<file path="src/design/gpio_fmt_pkg.sv">
// Constants and carrier types for the pin control and data format block
package gpio_fmt_pkg;
    // ----------------------------------------------------------------
    // Register offsets
    // ----------------------------------------------------------------
    localparam logic [7:0] OFS_PIN_LEVELS = 8'h95;
    localparam logic [7:0] OFS_IO_CONTROL = 8'h96;
    localparam logic [7:0] OFS_PIN4_CTRL = 8'h97;
    // ----------------------------------------------------------------
    // Field positions
    // ----------------------------------------------------------------
    localparam int IOC_OUT1 = 7;
    localparam int IOC_OUT2 = 6;
    localparam int IOC_CFG_HI = 5;
    localparam int IOC_CFG_LO = 4;
    localparam int IOC_POL1 = 3;
    localparam int IOC_POL2 = 2;
    localparam int IOC_POL3 = 1;
    localparam int IOC_OUT3 = 0;
    localparam int P4C_ALERT = 7;
    localparam int P4C_OUT4 = 6;
    // ----------------------------------------------------------------
    // Reset values
    // ----------------------------------------------------------------
    localparam logic [7:0] IOC_RESET = 8'h03;
    localparam logic [1:0] P4C_RESET = 2'h0;
    // ----------------------------------------------------------------
    // Timing
    // ----------------------------------------------------------------
    localparam int CLK_MHZ = 25;
    localparam int PULSE_LONG_US = 128;
    localparam int PULSE_SHORT_US = 16;
    localparam logic [11:0] PULSE_LONG_CYC = 12'(PULSE_LONG_US * CLK_MHZ);
    localparam logic [11:0] PULSE_SHORT_CYC =
        12'(PULSE_SHORT_US * CLK_MHZ);
    // Pin 3 configuration field
    typedef enum logic [1:0] {
        P3_GPIO = 2'b00,
        P3_PULSE16 = 2'b01,
        P3_PULSE128 = 2'b10,
        P3_LATCHED = 2'b11
    } pin3_mode_e;
    // Register access strobe group
    typedef struct packed {
        logic wr;
        logic rd;
        logic [7:0] addr;
        logic [7:0] wdata;
    } reg_req_s;
    // Open-drain pin drive group
    typedef struct packed {
        logic [3:0] oe;
        logic [3:0] o;
    } pin_drive_s;
endpackage : gpio_fmt_pkg

</file>
<file path="src/design/gpio_fmt.sv">
// General purpose pin control, alert flag and result byte packing
`timescale 1ns/100ps
// Notes on behaviour
// - status bits 3..0 show pins 1..4
// - status upper nibble reads zero
// - io bits 7,6 pull pins 1,2
// - mode 11 holds pin3 low until read
// - mode 10 gives 128us low pulse
// - mode 01 gives 16us low pulse
// - mode 00 plain pin, reset value
// - io bit 3 pin1 alert polarity
// - io bit 2 pin2 alert polarity
// - io bit 1 pin3 polarity, resets one
// - io bit 0 pulls pin3 in mode 00 only, resets one
// - alert flag latches, cleared by host
// - pin4 control bit 6 pulls pin4
// - pin4 control low six read zero
// - two-byte 12/8-bit measurement layout
// - summed current uses same layout
// - power uses three-byte layout
// - summed power uses same layout
// - fault bits set at alert level
module gpio_fmt (
    // Clock and reset
    input wire logic core_clk,
    input wire logic nrst,
    // Register access from the serial host logic
    input wire gpio_fmt_pkg::reg_req_s req,
    output logic [7:0] rdata,
    // Open-drain pins 1..4 (index 0 is pin 1)
    input wire logic [3:0] pin_i,
    output gpio_fmt_pkg::pin_drive_s pin_drv,
    // Alert inputs and converter events
    input wire logic alert_event,
    input wire logic alert_clear_ctrl,
    input wire logic data_ready,
    input wire logic status_read,
    output logic [2:0] input_fault_bits,
    input wire logic [2:0] fault_clear,
    // Result formatting
    input wire logic mode_8bit,
    input wire logic [11:0] meas_val,
    input wire logic [23:0] power_val,
    output logic [15:0] meas_bytes,
    output logic [23:0] power_bytes
);
    import gpio_fmt_pkg::*;

    // State, next values and decoded strobes
    logic [1:0] sync_fill_q;
    logic [3:0] pin_meta_q, pin_sync_q;
    logic [7:0] ioc_q, ioc_d;
    logic [1:0] p4c_q, p4c_d;
    logic [2:0] fault_q, fault_d;
    logic [11:0] pulse_cnt_q, pulse_cnt_d;
    logic hold_q, hold_d;
    logic [15:0] meas_q, meas_d;
    logic [23:0] power_q, power_d;
    logic [7:0] rdata_q, rdata_d;
    logic [2:0] pol_lvl;
    logic ind_low;
    pin3_mode_e p3_mode;
    logic wr_ioc, wr_p4c;

    assign p3_mode = pin3_mode_e'(ioc_q[IOC_CFG_HI:IOC_CFG_LO]);
    assign wr_ioc = req.wr && req.addr == OFS_IO_CONTROL;
    assign wr_p4c = req.wr && req.addr == OFS_PIN4_CTRL;

    // ----------------------------------------------------------------
    // Pin synchronisers
    // ----------------------------------------------------------------
    // Pins come from outside, two flops before anything reads them
    // The reset value of the pin flops is no real level, so fault
    // capture waits until the second flop holds a sampled pin
    always_ff @(posedge core_clk or negedge nrst) begin
        if (!nrst) begin
            pin_meta_q <= 4'h0;
            pin_sync_q <= 4'h0;
            sync_fill_q <= 2'h0;
        end else begin
            pin_meta_q <= pin_i;
            pin_sync_q <= pin_meta_q;
            sync_fill_q <= {sync_fill_q[0], 1'b1};
        end
    end

    // ----------------------------------------------------------------
    // Control registers and flags
    // ----------------------------------------------------------------
    // Alert level per pin 1..3 given each polarity bit
    always_comb begin
        pol_lvl[0] = pin_sync_q[0] == ioc_q[IOC_POL1];
        pol_lvl[1] = pin_sync_q[1] == ioc_q[IOC_POL2];
        pol_lvl[2] = pin_sync_q[2] == ioc_q[IOC_POL3];
    end

    // Writes take effect at the next edge; host events are pulses
    always_comb begin
        ioc_d = ioc_q;
        p4c_d = p4c_q;
        fault_d = fault_q & ~fault_clear;
        // Nothing is captured until the synchroniser holds real levels
        if (sync_fill_q[1]) begin
            fault_d = fault_d | pol_lvl;
        end
        if (wr_ioc) begin
            ioc_d = req.wdata;
        end
        if (wr_p4c) begin
            p4c_d[0] = req.wdata[P4C_OUT4];
            // Only a zero clears; a written one is ignored
            if (!req.wdata[P4C_ALERT]) begin
                p4c_d[1] = 1'b0;
            end
        end
        if (alert_clear_ctrl) begin
            p4c_d[1] = 1'b0;
        end
        // Set wins over a clear in the same cycle
        if (alert_event) begin
            p4c_d[1] = 1'b1;
        end
    end

    // Pin 3 pulls low from reset, as its output bit resets to one
    always_ff @(posedge core_clk or negedge nrst) begin
        if (!nrst) begin
            ioc_q <= IOC_RESET;
            p4c_q <= P4C_RESET;
            fault_q <= 3'h0;
        end else begin
            ioc_q <= ioc_d;
            p4c_q <= p4c_d;
            fault_q <= fault_d;
        end
    end

    // ----------------------------------------------------------------
    // Pin 3 data-ready indication
    // ----------------------------------------------------------------
    // A new ready restarts the pulse, so back-to-back events merge
    always_comb begin
        pulse_cnt_d = pulse_cnt_q;
        hold_d = hold_q;
        if (pulse_cnt_q != 12'h000) begin
            pulse_cnt_d = pulse_cnt_q - 12'h001;
        end
        if (data_ready && p3_mode == P3_PULSE128) begin
            pulse_cnt_d = PULSE_LONG_CYC;
        end
        if (data_ready && p3_mode == P3_PULSE16) begin
            pulse_cnt_d = PULSE_SHORT_CYC;
        end
        if (status_read || p3_mode != P3_LATCHED) begin
            hold_d = 1'b0;
        end
        if (data_ready && p3_mode == P3_LATCHED) begin
            hold_d = 1'b1;
        end
        // Plain pin and latched modes keep no pulse count running
        if (p3_mode == P3_GPIO || p3_mode == P3_LATCHED) begin
            pulse_cnt_d = 12'h000;
        end
    end

    always_ff @(posedge core_clk or negedge nrst) begin
        if (!nrst) begin
            pulse_cnt_q <= 12'h000;
            hold_q <= 1'b0;
        end else begin
            pulse_cnt_q <= pulse_cnt_d;
            hold_q <= hold_d;
        end
    end

    assign ind_low = hold_q || pulse_cnt_q != 12'h000;

    // Open-drain drive: output value is always low, enable pulls
    always_comb begin
        pin_drv.o = 4'h0;
        pin_drv.oe[0] = ioc_q[IOC_OUT1];
        pin_drv.oe[1] = ioc_q[IOC_OUT2];
        if (p3_mode == P3_GPIO) begin
            pin_drv.oe[2] = ioc_q[IOC_OUT3];
        end else begin
            pin_drv.oe[2] = ind_low;
        end
        pin_drv.oe[3] = p4c_q[0];
    end

    // ----------------------------------------------------------------
    // Read data and result packing
    // ----------------------------------------------------------------
    always_comb begin
        rdata_d = rdata_q;
        if (req.rd) begin
            unique case (req.addr)
                OFS_PIN_LEVELS: rdata_d = {4'h0, pin_sync_q[0],
                    pin_sync_q[1], pin_sync_q[2],
                    pin_sync_q[3]};
                OFS_IO_CONTROL: rdata_d = ioc_q;
                OFS_PIN4_CTRL: rdata_d = {p4c_q[1], p4c_q[0], 6'h00};
                default: rdata_d = 8'h00;
            endcase
        end
        // Same packing for single and summed values
        if (mode_8bit) begin
            meas_d = {meas_val[7:0], 8'h00};
            power_d = {power_val[15:0], 8'h00};
        end else begin
            meas_d = {meas_val, 4'h0};
            power_d = power_val;
        end
    end

    always_ff @(posedge core_clk or negedge nrst) begin
        if (!nrst) begin
            rdata_q <= 8'h00;
            meas_q <= 16'h0000;
            power_q <= 24'h000000;
        end else begin
            rdata_q <= rdata_d;
            meas_q <= meas_d;
            power_q <= power_d;
        end
    end

    // Registered outputs
    assign rdata = rdata_q;
    assign meas_bytes = meas_q;
    assign power_bytes = power_q;
    assign input_fault_bits = fault_q;

    // ----------------------------------------------------------------
    // Checks
    // ----------------------------------------------------------------
    a_status_read: assert property (@(posedge core_clk) disable iff (!nrst)
        req.rd && req.addr == OFS_PIN_LEVELS |=>
        rdata[7:4] == 4'h0 && rdata[3] == $past(pin_sync_q[0]))
        else $error("pin level readback wrong");
    a_p4_low_zero: assert property (@(posedge core_clk) disable iff (!nrst)
        req.rd && req.addr == OFS_PIN4_CTRL |=> rdata[5:0] == 6'h00)
        else $error("pin4 low bits not zero");
    a_alert_set: assert property (@(posedge core_clk) disable iff (!nrst)
        alert_event |=> p4c_q[1])
        else $error("alert flag not latched");
    a_alert_hold: assert property (@(posedge core_clk) disable iff (!nrst)
        p4c_q[1] && !alert_clear_ctrl && !(wr_p4c && !req.wdata[7])
        |=> p4c_q[1])
        else $error("alert flag lost");
    a_latched_low: assert property (@(posedge core_clk) disable iff (!nrst)
        p3_mode == P3_LATCHED && data_ready && !wr_ioc ##1
        (!status_read && !wr_ioc) [*3] |-> pin_drv.oe[2])
        else $error("latched ready not held");
    a_pulse_short: assert property (@(posedge core_clk) disable iff (!nrst)
        p3_mode == P3_PULSE16 && data_ready && !wr_ioc |=>
        pulse_cnt_q == PULSE_SHORT_CYC && pin_drv.oe[2])
        else $error("short pulse not started");
    a_pulse_long: assert property (@(posedge core_clk) disable iff (!nrst)
        p3_mode == P3_PULSE128 && data_ready && !wr_ioc |=>
        pulse_cnt_q == PULSE_LONG_CYC)
        else $error("long pulse not started");
    a_gpio_out: assert property (@(posedge core_clk) disable iff (!nrst)
        p3_mode == P3_GPIO |-> pin_drv.oe[2] == ioc_q[0] &&
        pin_drv.oe[0] == ioc_q[7])
        else $error("plain pin drive wrong");
    a_meas_pack: assert property (@(posedge core_clk) disable iff (!nrst)
        !mode_8bit |=> meas_bytes[3:0] == 4'h0 &&
        meas_bytes[15:4] == $past(meas_val))
        else $error("12-bit packing wrong");
    a_fault_set: assert property (@(posedge core_clk) disable iff (!nrst)
        sync_fill_q[1] && pol_lvl[0] |=> input_fault_bits[0])
        else $error("fault bit not set");
    // Register side, pin 3 release, fault hold and result packing
    a_ready_release: assert property (@(posedge core_clk) disable iff (!nrst)
        status_read && !data_ready |=> !hold_q)
        else $error("latched ready not released");
    a_io_write: assert property (@(posedge core_clk) disable iff (!nrst)
        wr_ioc |=> ioc_q == $past(req.wdata))
        else $error("io control write lost");
    a_alert_ignore: assert property (@(posedge core_clk) disable iff (!nrst)
        wr_p4c && req.wdata[P4C_ALERT] && !p4c_q[1] && !alert_event
        |=> !p4c_q[1])
        else $error("written one set the alert flag");
    a_pin4_drive: assert property (@(posedge core_clk) disable iff (!nrst)
        wr_p4c |=> pin_drv.oe[3] == $past(req.wdata[P4C_OUT4]))
        else $error("pin4 drive not taken");
    a_meas_short: assert property (@(posedge core_clk) disable iff (!nrst)
        mode_8bit |=> meas_bytes[7:0] == 8'h00 &&
        meas_bytes[15:8] == $past(meas_val[7:0]))
        else $error("8-bit measurement packing wrong");
    a_power_pack: assert property (@(posedge core_clk) disable iff (!nrst)
        !mode_8bit |=> power_bytes == $past(power_val))
        else $error("12-bit power packing wrong");
    a_power_short: assert property (@(posedge core_clk) disable iff (!nrst)
        mode_8bit |=> power_bytes[7:0] == 8'h00 &&
        power_bytes[23:8] == $past(power_val[15:0]))
        else $error("8-bit power packing wrong");
    a_fault_hold: assert property (@(posedge core_clk) disable iff (!nrst)
        input_fault_bits[2] && !fault_clear[2] |=> input_fault_bits[2])
        else $error("fault bit lost");
endmodule : gpio_fmt

</file>
<file path="config.mk">
export PLATFORM = sky130hd
export DESIGN_NAME = gpio_fmt
export DESIGN_NICKNAME = d
export VERILOG_FILES = /design/src/design/gpio_fmt_pkg.sv /design/src/design/gpio_fmt.sv
export SDC_FILE = /design/constraint.sdc
export NUM_CORES = 1
export LEC_CHECK = 0
export BUFFER_PORTS_ARGS = -buffer_cell sky130_fd_sc_hd__buf_4
export CAP_MARGIN = 30
export CORE_MARGIN = 1
export CORE_UTILIZATION = 38
export CTS_CLUSTER_DIAMETER = 100
export DETAILED_ROUTE_END_ITERATION = 6
export PLACE_DENSITY_LB_ADDON = 0.3
export SLEW_MARGIN = 20
export SYNTH_ARGS = -nofsm -noshare
export SYNTH_HDL_FRONTEND = slang
export SYNTH_SLANG_ARGS = --single-unit
</file>
<file path="constraint.sdc">
create_clock -name core_clk -period 1.75 [get_ports core_clk]
set_input_delay 0.2625 -clock core_clk [delete_from_list [all_inputs] [get_ports core_clk]]
set_output_delay 0.2625 -clock core_clk [all_outputs]
set_load 0.02 [all_outputs]
</file>
==> impl_metrics.yaml, run 1 <==
timing:
  slew_violations: 0
  rsz0062_at_grt: "yes"
  max_freq_ghz: 0.525
  setup_slack_ns: -0.154
  skew_ns: 0.0116
  post-route-min-period_ns: 1.90
  finalSetupViolations: 1
  fin_tns_setup_ns: -0.154
  hold_viol: 0
  post-route-period-util_pct: 109
worst_setup_path:
  crit_required_ns: 1.49
  crit_type: "register to primary output"
  arrival_ns: 1.64
  cp-start-kind: "register"
  cp-end-kind: "primary output"
  worstPathMaxFanout: 2
logic_synthesis:
  synth_top_family_by_area: "multiplexers"
  synth_xor_area_share_pct: 2.10
  synthMuxAreaShare_pct: 11.7
  synth.distinct_cells: 43
  ys_seq_area_share_pct: 60.0
  synth_cells: 263
  synth_area_um2: 3340
  yosys.area_share.adder_pct: 2.25
  synth_seq_cells: 80
  syn_avg_cell_area_um2: 12.7
  synth_compound_area_share_pct: 7.27
  yosys_warnings: 0
  yosys.area_share.simple_pct: 11.2
drt:
  wl_per_cell_um: 14.0
  ant_nets: 0
  vias: 2444
  drt-initial-drc-count: 43
  drc: 0
  drt-pass1-iter-count: 4
  via_per_inst: 4.80
  wl_mm: 7.15
floorplan:
  die_w_um: 95.7
  initial_core_util_pct: 40.0
  core_region_area_um2: 8340
  ios: 127
  die_h_um: 95.7
  placementRows: 33
  dieArea_um2: 9170
place:
  dp_cells: 484
  hpwlAfterDp_mm: 5.03
  gp_congestion: 0.815
  portBuffers: 118
  pre_cts_ws_ns: 0.0697
global_routing:
  antenna_found_initial: 0
  grt_overflow: 0
  grt_start_max_net_pins: 81
  grt_pass1_vias: 2440
  grt.total_usage_pct: 16.7
  grt_first_pass_wirelength_mm: 11.5
clocking:
  cts_buffers: 9
  cts_tree: "yes"
  cts_root_buffer: "clkbuf_8"
  clock_path_buffers: 2
  cts.clk_slew.worst_paths_ns: 0.08
  cts.sinks: 80
  ctsHtreeMaxLevel: 3
  clock_latency_ns: 0.34
run_status:
  outcome: "finished with violations"
  failed_checks: "setup timing"
pwr:
  leakage_nw: 2.33
  power_density_nw_per_um2: 912
  p_total_mw: 4.27
  vdd_drop_max_uv: 629
worst_hold_path:
  hold_path_class: "primary input to register"
cells_and_area:
  finalNonFillerCells: 509
  antenna_cells: 0
  drive_above_1_share_pct: 48.8
  final_nets: 473
  mostFrequentLayoutCells: "buf_4 (129), dfrtp_1 (77), mux2_2 (33)"
  area_delta_synth_final_pct: 40.1
  final_common_cell: "buf_4"
run:
  timing.max_cap.violations: 0
flip-flops by register name, summed over array words and instances, names as in the netlist:
| register | flops |
|---|---|
| power_bytes | 24 |
| meas_bytes | 12 |
| pulse_cnt_q | 12 |
| ioc_q | 8 |
| rdata | 8 |
| pin_meta_q | 4 |
| pin_sync_q | 4 |
| input_fault_bits | 3 |
| p4c_q | 2 |
| sync_fill_q | 2 |
| hold_q | 1 |
per-layer routing:
| layer | GRT usage, % | part of all wire, % |
|---|---|---|
| met1 | 20.9 | 43 |
| met2 | 26.4 | 48 |
| met3 | 6.00 | 7.7 |
| met4 | 6.34 | 1.6 |
| met5 | 0 | 0 |
through the flow:
step	util (%)	hold WS, ns	area, µm²
after floorplan	-	-0.0331	3370
after global placement	52.1	0.321	4340
after detailed placement	52.1	0.325	4340
after CTS	55.4	0.0102	4620
after global routing	56.1	0.00114	4680
final	56.1	0.0317	4680
cells in the mapped netlist:
master	n	area share (%)
nor2_1	8	0.90
o22ai_1	2	0.37
a31oi_1	2	0.37
nor4_4	1	0.64
nand2_1	11	1.2
nor4b_2	1	0.45
a211oi_1	2	0.45
o21a_1	1	0.22
or3_1	1	0.19
xor2_1	3	0.79
nand3_4	1	0.52
ha_1	6	2.2
clkbuf_1	3	0.34
nand3_1	8	1.2
a211o_2	1	0.30
nand4bb_1	1	0.34
a221oi_1	2	0.52
nor3b_2	1	0.37
dfrtp_1	78	58
mux2_2	33	11
a22o_1	4	1.0
a2111o_1	1	0.34
nand3_2	1	0.30
o21ai_2	1	0.26
nand4_1	3	0.56
dfstp_2	2	1.6
nor2b_1	15	2.8
a21oi_1	8	1.2
and4_1	1	0.26
a311oi_1	1	0.26
buf_2	2	0.30
or4_1	1	0.22
xnor2_1	5	1.3
buf_4	11	2.5
o32ai_1	1	0.26
conb_1	2	0.22
nor3b_1	1	0.22
inv_1	19	2.1
o21ai_0	11	1.6
mux2i_1	2	0.60
nor3_1	3	0.45
or3b_1	1	0.26
nand3b_1	1	0.22
power by group:
part	internal [mW]	switching, mW	leakage (nW)
Sequential	1.95	0.0509	1.01
Combinational	0.446	0.435	1.22
Clock	0.709	0.681	0.100
Total	3.10	1.17	2.33
cell type report:
| cell class | count | area, µm² |
|---|---|---|
| fillers | 746 | 3660 |
| clock buffers | 11 | 141 |
| flip-flops and latches | 80 | 2010 |
| multi-input cells | 155 | 1240 |
| inverters | 19 | 71.3 |
| repair buffers | 134 | 1030 |
| clock inverters | 5 | 63.8 |
| well taps | 105 | 131 |
critical path, stage by stage (launching register included):
cell,delay (ns)
dfrtp_1,0.40
inv_2,0.07
ha_1,0.15
nor4b_4,0.24
nand3_2,0.12
nor3_2,0.12
a21oi_1,0.07
buf_4,0.16
worst paths after layout:
path / startpoint / endpoint / slack [ns] / cells past startpoint
min in group asynchronous: nrst / ioc_q[6] / 0.45 / 3
worst max register to register: pulse_cnt_q[4] / pulse_cnt_q[9] / 0.08 / 5
worst min register to register: pin_meta_q[3] / pin_sync_q[3] / 0.35 / 0
worst max-delay path: pulse_cnt_q[0] / pin_drv[6] / -0.15 / 7
worst min-delay path: pin_i[3] / pin_meta_q[3] / 0.03 / 1
max in group asynchronous: nrst / pulse_cnt_q[4] / 0.89 / 3
kinds of logic after synthesis:
group                      count (synthesis)
and+or+nand+nor                           60
xor gates and xnor gates                   8
DFF                                       80
other                                      2
muxes                                     35
buffers and inverters                     35
AOI/OAI and AO/OA                         37
adders and majority gates                  6
what timing repair did:
action | 4_1_cts | 5_1_grt
hold buffers | 4 | 0
pin swaps | 1 | 4
endpoints found under the setup margin | 1 | 9
setup buffers | 3 | 3
gates resized for setup | 3 | 10
hold endpoints to repair | 81 | 0
No activity file was read; power rests on OpenSTA's default activity.
==> run 2: changes to the inputs <==
- GPL_ROUTABILITY_DRIVEN: default -> 0
- RECOVER_POWER: default -> 25
==> run 2 against run 1 <==
The flow still finishes with violations (setup timing). Fmax hardly changed. Via count about the same. Sequential share of layout area is 0.14 points higher. Worst hold slack gained 0.021 ns. Sequential power is essentially flat. Global-route usage unchanged. Clock-buffer cell count stayed put. Routed wire length hardly changed.
==> impl_metrics.yaml, run 2 (synthesized netlist as in run 1, its figures left out) <==
run_status:
  outcome: "finished with violations"
  failed_checks: "setup timing"
global_routing:
  antenna_found_initial: 0
  grt_pass1_vias: 2440
  grt_overflow: 0
  grt.total_usage_pct: 16.7
  grt_start_max_net_pins: 81
  grt_first_pass_wirelength_mm: 11.5
floorplan:
  die_h_um: 95.7
  ios: 127
  placementRows: 33
  die_w_um: 95.7
  dieArea_um2: 9170
  initial_core_util_pct: 40.0
  core_region_area_um2: 8340
timing:
  setup_slack_ns: -0.155
  post-route-min-period_ns: 1.90
  hold_viol: 0
  slew_headroom_pct: 26.4
  rsz0062_at_grt: "yes"
  post-route-period-util_pct: 109
  fin_tns_setup_ns: -0.155
  max_freq_ghz: 0.525
  finalSetupViolations: 1
  skew_ns: 0.0117
  tightest_slew_ns: 1.10
  slew_violations: 0
clocking:
  cts.sinks: 80
  clock_latency_ns: 0.34
  cts_root_buffer: "clkbuf_8"
  cts_tree: "yes"
  clock_path_buffers: 2
  cts.clk_slew.worst_paths_ns: 0.08
  ctsHtreeMaxLevel: 3
  cts_buffers: 9
worst_setup_path:
  worstPathMaxFanout: 2
  arrival_ns: 1.64
  cpMaxStageDelayCell: "dfrtp_1"
  cp-start-kind: "register"
  cp_slowest_stage_delay_ns: 0.40
  crit_required_ns: 1.49
  crit_buf_inv: 2
  cp_top_family: "simple AND/OR/NAND/NOR gates"
  crit_type: "register to primary output"
  cp-end-kind: "primary output"
  crit_chain: "inv_2 -> ha_1 -> nor4b_4 -> nand3_2 -> nor3_2 -> a21oi_1 -> buf_4"
drt:
  drt-initial-drc-count: 43
  ant_nets: 0
  vias: 2446
  wl_mm: 7.15
  wl_per_cell_um: 14.0
  drt-pass1-iter-count: 4
  via_per_inst: 4.81
  drc: 0
pwr:
  leakage_nw: 2.32
  power_frac_seq_pct: 46.8
  swShare_pct: 27.4
  clkPwrFrac_pct: 32.6
  p_int_mw: 3.10
  power_density_nw_per_um2: 914
  p_sw_mw: 1.17
  comb_power_share_pct: 20.5
  vdd_drop_max_uv: 629
place:
  place_area_um2: 4340
  hpwlAfterDp_mm: 5.03
  portBuffers: 118
cells_and_area:
  largest_reg_flops: 24
  mostFrequentLayoutCells: "buf_4 (123), dfrtp_1 (77), mux2_2 (33)"
  finalInstanceArea_um2: 4660
  drive_above_1_share_pct: 48.8
  final_nets: 473
  antenna_cells: 0
  area_delta_synth_final_pct: 39.7
  final_common_cell: "buf_4"
  fillCellCount: 748
run:
  timing.max_cap.violations: 0
worst_hold_path:
  hold_path_class: "primary input to register"
[run 2: cell count changes in the layout (fill, tap and decap cells not counted), sizes merged]
cell	delta
buf	-7
clkbuf	+7
[run 2: routing by layer]
layer / vias to the layer above / GRT usage (%) / part of all wire [%]
li1: 1160 / - / -
met1: 1180 / 20.9 / 43
met2: 95 / 26.4 / 48
met3: 11 / 6.00 / 7.5
met4: 0 / 6.34 / 1.5
met5: - / 0 / 0
[run 2: final timing paths]
path / start / slack [ns] / cells after the start / to
worst min register to register: pin_meta_q[3] / 0.35 / 0 / pin_sync_q[3]
max in group asynchronous: nrst / 0.17 / 3 / pulse_cnt_q[4]
worst max-delay path: pulse_cnt_q[0] / -0.15 / 7 / pin_drv[6]
min in group asynchronous: nrst / 0.75 / 3 / ioc_q[6]
worst min-delay path: pin_i[3] / 0.05 / 1 / pin_meta_q[3]
worst max register to register: pulse_cnt_q[4] / 0.08 / 5 / pulse_cnt_q[9]
[run 2: final cells by class]
type | instances | area [µm²] | share of cell area [%]
flip-flops and latches | 80 | 2010 | 43.0
well taps | 105 | 131 | 2.82
repair buffers | 134 | 1010 | 21.7
multi-input cells | 155 | 1240 | 26.5
clock inverters | 5 | 63.8 | 1.37
clock buffers | 11 | 141 | 3.03
inverters | 19 | 71.3 | 1.53
[run 2: timing repair]
item / 4_1_cts / 5_1_grt
setup buffers: 3 / 3
endpoints found under the setup margin: 1 / 9
gates cloned: 0 / 0
endpoints found under the hold margin: 81 / 0
resized for setup: 3 / 10
pin swaps: 1 / 4
hold buffers: 4 / 0
[run 2: stage by stage]
| stage | instances | hold WS [ns] | power [mW] | setup WS, ns | util (%) |
|---|---|---|---|---|---|
| 2_1_floorplan | 270 | -0.0331 | 2.48 | 0.00675 | - |
| 6_report | 509 | 0.0527 | 4.26 | -0.155 | 55.9 |
| 3_5_place_dp | 484 | 0.325 | 2.84 | 0.0697 | 52.1 |
| 5_1_grt | 509 | 0.0236 | 4.49 | -0.297 | 55.9 |
| 3_3_place_gp | 484 | 0.321 | 2.83 | 0.145 | 52.1 |
| 4_1_cts | 507 | 0.0102 | 4.29 | -0.202 | 55.4 |
[run 2: power by group through the flow]
stage | Clock (mW) | Combinational (mW) | Sequential, mW
2_1_floorplan | 0 | 0.366 | 2.11
6_report | 1.39 | 0.876 | 2.00
3_3_place_gp | 0 | 0.799 | 2.03
3_5_place_dp | 0 | 0.810 | 2.03
5_1_grt | 1.52 | 0.959 | 2.01
4_1_cts | 1.44 | 0.847 | 2.00
==> run 3: changes to the inputs <==
- SETUP_SLACK_MARGIN: default -> 0.3
==> run 3 against run 2 <==
Routed wire length increased by 3.7%. Utilization increased by 2.2 points. Largest power group unchanged. Register-to-register slack got worse by 0.10 ns. Highest routed layer unchanged. The run still ends with setup timing left. Clock power is 4% higher.
==> impl_metrics.yaml, run 3 (synthesized netlist as in run 1, its figures left out) <==
timing:
  slew_violations: 0
  rsz0062_at_grt: "yes"
  skew_ns: 0.00987
  tightest_slew_ns: 0.796
  fin_tns_setup_ns: -0.184
  post-route-min-period_ns: 1.89
  hold_viol: 0
  max_freq_ghz: 0.530
  finalSetupViolations: 6
  post-route-period-util_pct: 108
  setup_slack_ns: -0.138
  slew_headroom_pct: 47.0
  holdWs_ns: 0.0468
worst_hold_path:
  hold_path_class: "primary input to register"
  hold_depth: 1
  hp-start: "pin_i[2]"
  hold-path-endpoint: "pin_meta_q[2]"
cells_and_area:
  largest_reg_flops: 24
  final_common_cell: "buf_4"
  antenna_cells: 0
  final_nets: 479
  drive_above_1_share_pct: 53.4
  area_delta_synth_final_pct: 45.3
  mostFrequentLayoutCells: "buf_4 (125), dfrtp_1 (77), mux2_2 (32)"
  finalNonFillerCells: 515
  utilization_pct: 58.2
place:
  portBuffers: 118
  hpwlAfterDp_mm: 5.32
  dp_cells: 484
floorplan:
  dieArea_um2: 9170
  placementRows: 33
  die_w_um: 95.7
  core_region_area_um2: 8340
  initial_core_util_pct: 40.0
  ios: 127
  die_h_um: 95.7
clocking:
  cts_buffers: 9
  cts.sinks: 80
  cts_root_buffer: "clkbuf_8"
  cts_tree: "yes"
  ctsHtreeMaxLevel: 3
  cts.clk_slew.worst_paths_ns: 0.08
  clock_latency_ns: 0.35
  clock_path_buffers: 2
drt:
  drt-pass1-iter-count: 4
  drc: 0
  wl_mm: 7.41
  via_per_inst: 4.71
  drt-initial-drc-count: 48
  vias: 2427
  wl_per_cell_um: 14.4
  ant_nets: 0
global_routing:
  grt_pass1_vias: 2578
  antenna_found_initial: 0
  grt_first_pass_wirelength_mm: 11.8
  grt_overflow: 0
  grt.total_usage_pct: 17.3
  grt_start_max_net_pins: 37
worst_setup_path:
  r2r-start: "pulse_cnt_q[0]"
  cp-start-kind: "register"
  worst-r2r-cell-count: 9
  crit_required_ns: 1.49
  cp-end-kind: "primary output"
  worstReg2RegEnd: "pulse_cnt_q[8]"
  worstPathMaxFanout: 2
  crit_type: "register to primary output"
  arrival_ns: 1.63
  r2r_setup_slack_ns: -0.02
run_status:
  failed_checks: "setup timing"
  outcome: "finished with violations"
run:
  timing.max_cap.violations: 0
pwr:
  vdd_drop_max_uv: 440
  leakage_nw: 2.39
  power_density_nw_per_um2: 923
==> run 3: cell types whose count changed in the layout (fill, tap and decap cells not counted), moves of 2 or more <==
cell / delta
buf_6: +5
a21oi_1: -3
a21oi_2: +3
buf_4: +2
clkbuf_4: -2
nor2_1: -2
nor2_4: +2
==> run 3: worst max-delay path, stage by stage (launching register included) <==
cell	delay (ns)
dfrtp_1	0.40
inv_2	0.06
ha_1	0.13
nor4b_4	0.23
nand3_2	0.13
nor3_2	0.14
a21oi_2	0.04
buf_4	0.15
==> run 3: final cells by class <==
cell class / count / area [µm²]
Clock buffer: 10 / 138
Tap cell: 105 / 131
Clock inverter: 6 / 75.1
Timing Repair Buffer: 140 / 1080
Inverter: 19 / 71.3
Multi-Input combinational cell: 155 / 1350
Sequential cell: 80 / 2010
Fill cell: 728 / 3490
==> run 3: timing repair <==
| action | 4_1_cts | 5_1_grt |
|---|---|---|
| resized for setup | 21 | 9 |
| buffers inserted | 10 | 2 |
| hold buffers | 3 | 0 |
| endpoints found under the hold margin | 29 | 0 |
| endpoints found under the setup margin | 13 | 13 |
| pin swaps | 12 | 7 |
==> run 3: per-layer routing <==
metal,wire (µm),track usage [%],share of wire [%]
met1,2990,20.1,40
met2,3770,29.1,51
met3,524,5.45,7.1
met4,128,7.71,1.7
met5,0,0,0
==> run 3: worst max path at each step <==
| stage | start | to | slack, ns | depth (start not counted) |
|---|---|---|---|---|
| floorplan | pulse_cnt_q[0] | pin_drv[6] | 0.18 | 6 |
| finish | pulse_cnt_q[0] | pin_drv[6] | -0.14 | 7 |
| global route | pulse_cnt_q[0] | pin_drv[6] | -0.25 | 7 |
| CTS | pulse_cnt_q[0] | pin_drv[6] | -0.16 | 7 |
| detailed placement | pulse_cnt_q[1] | pulse_cnt_q[10] | -0.006 | 7 |
| global placement | pulse_cnt_q[1] | pulse_cnt_q[11] | 0.06 | 7 |
==> run 3: metrics by stage <==
step	setup slack [ns]	power, mW	instance area (µm²)
after floorplan	0.183	2.50	3420
after global placement	0.0638	2.84	4400
after detailed placement	-0.00643	2.86	4400
after CTS	-0.159	4.45	4800
after global routing	-0.252	4.68	4850
final	-0.138	4.48	4850
==> run 3: report_power, final <==
group,internal (mW),total [mW],switching (mW)
sequential,1.95,2.00,0.0538
clock,0.718,1.44,0.717
combinational,0.548,1.04,0.493
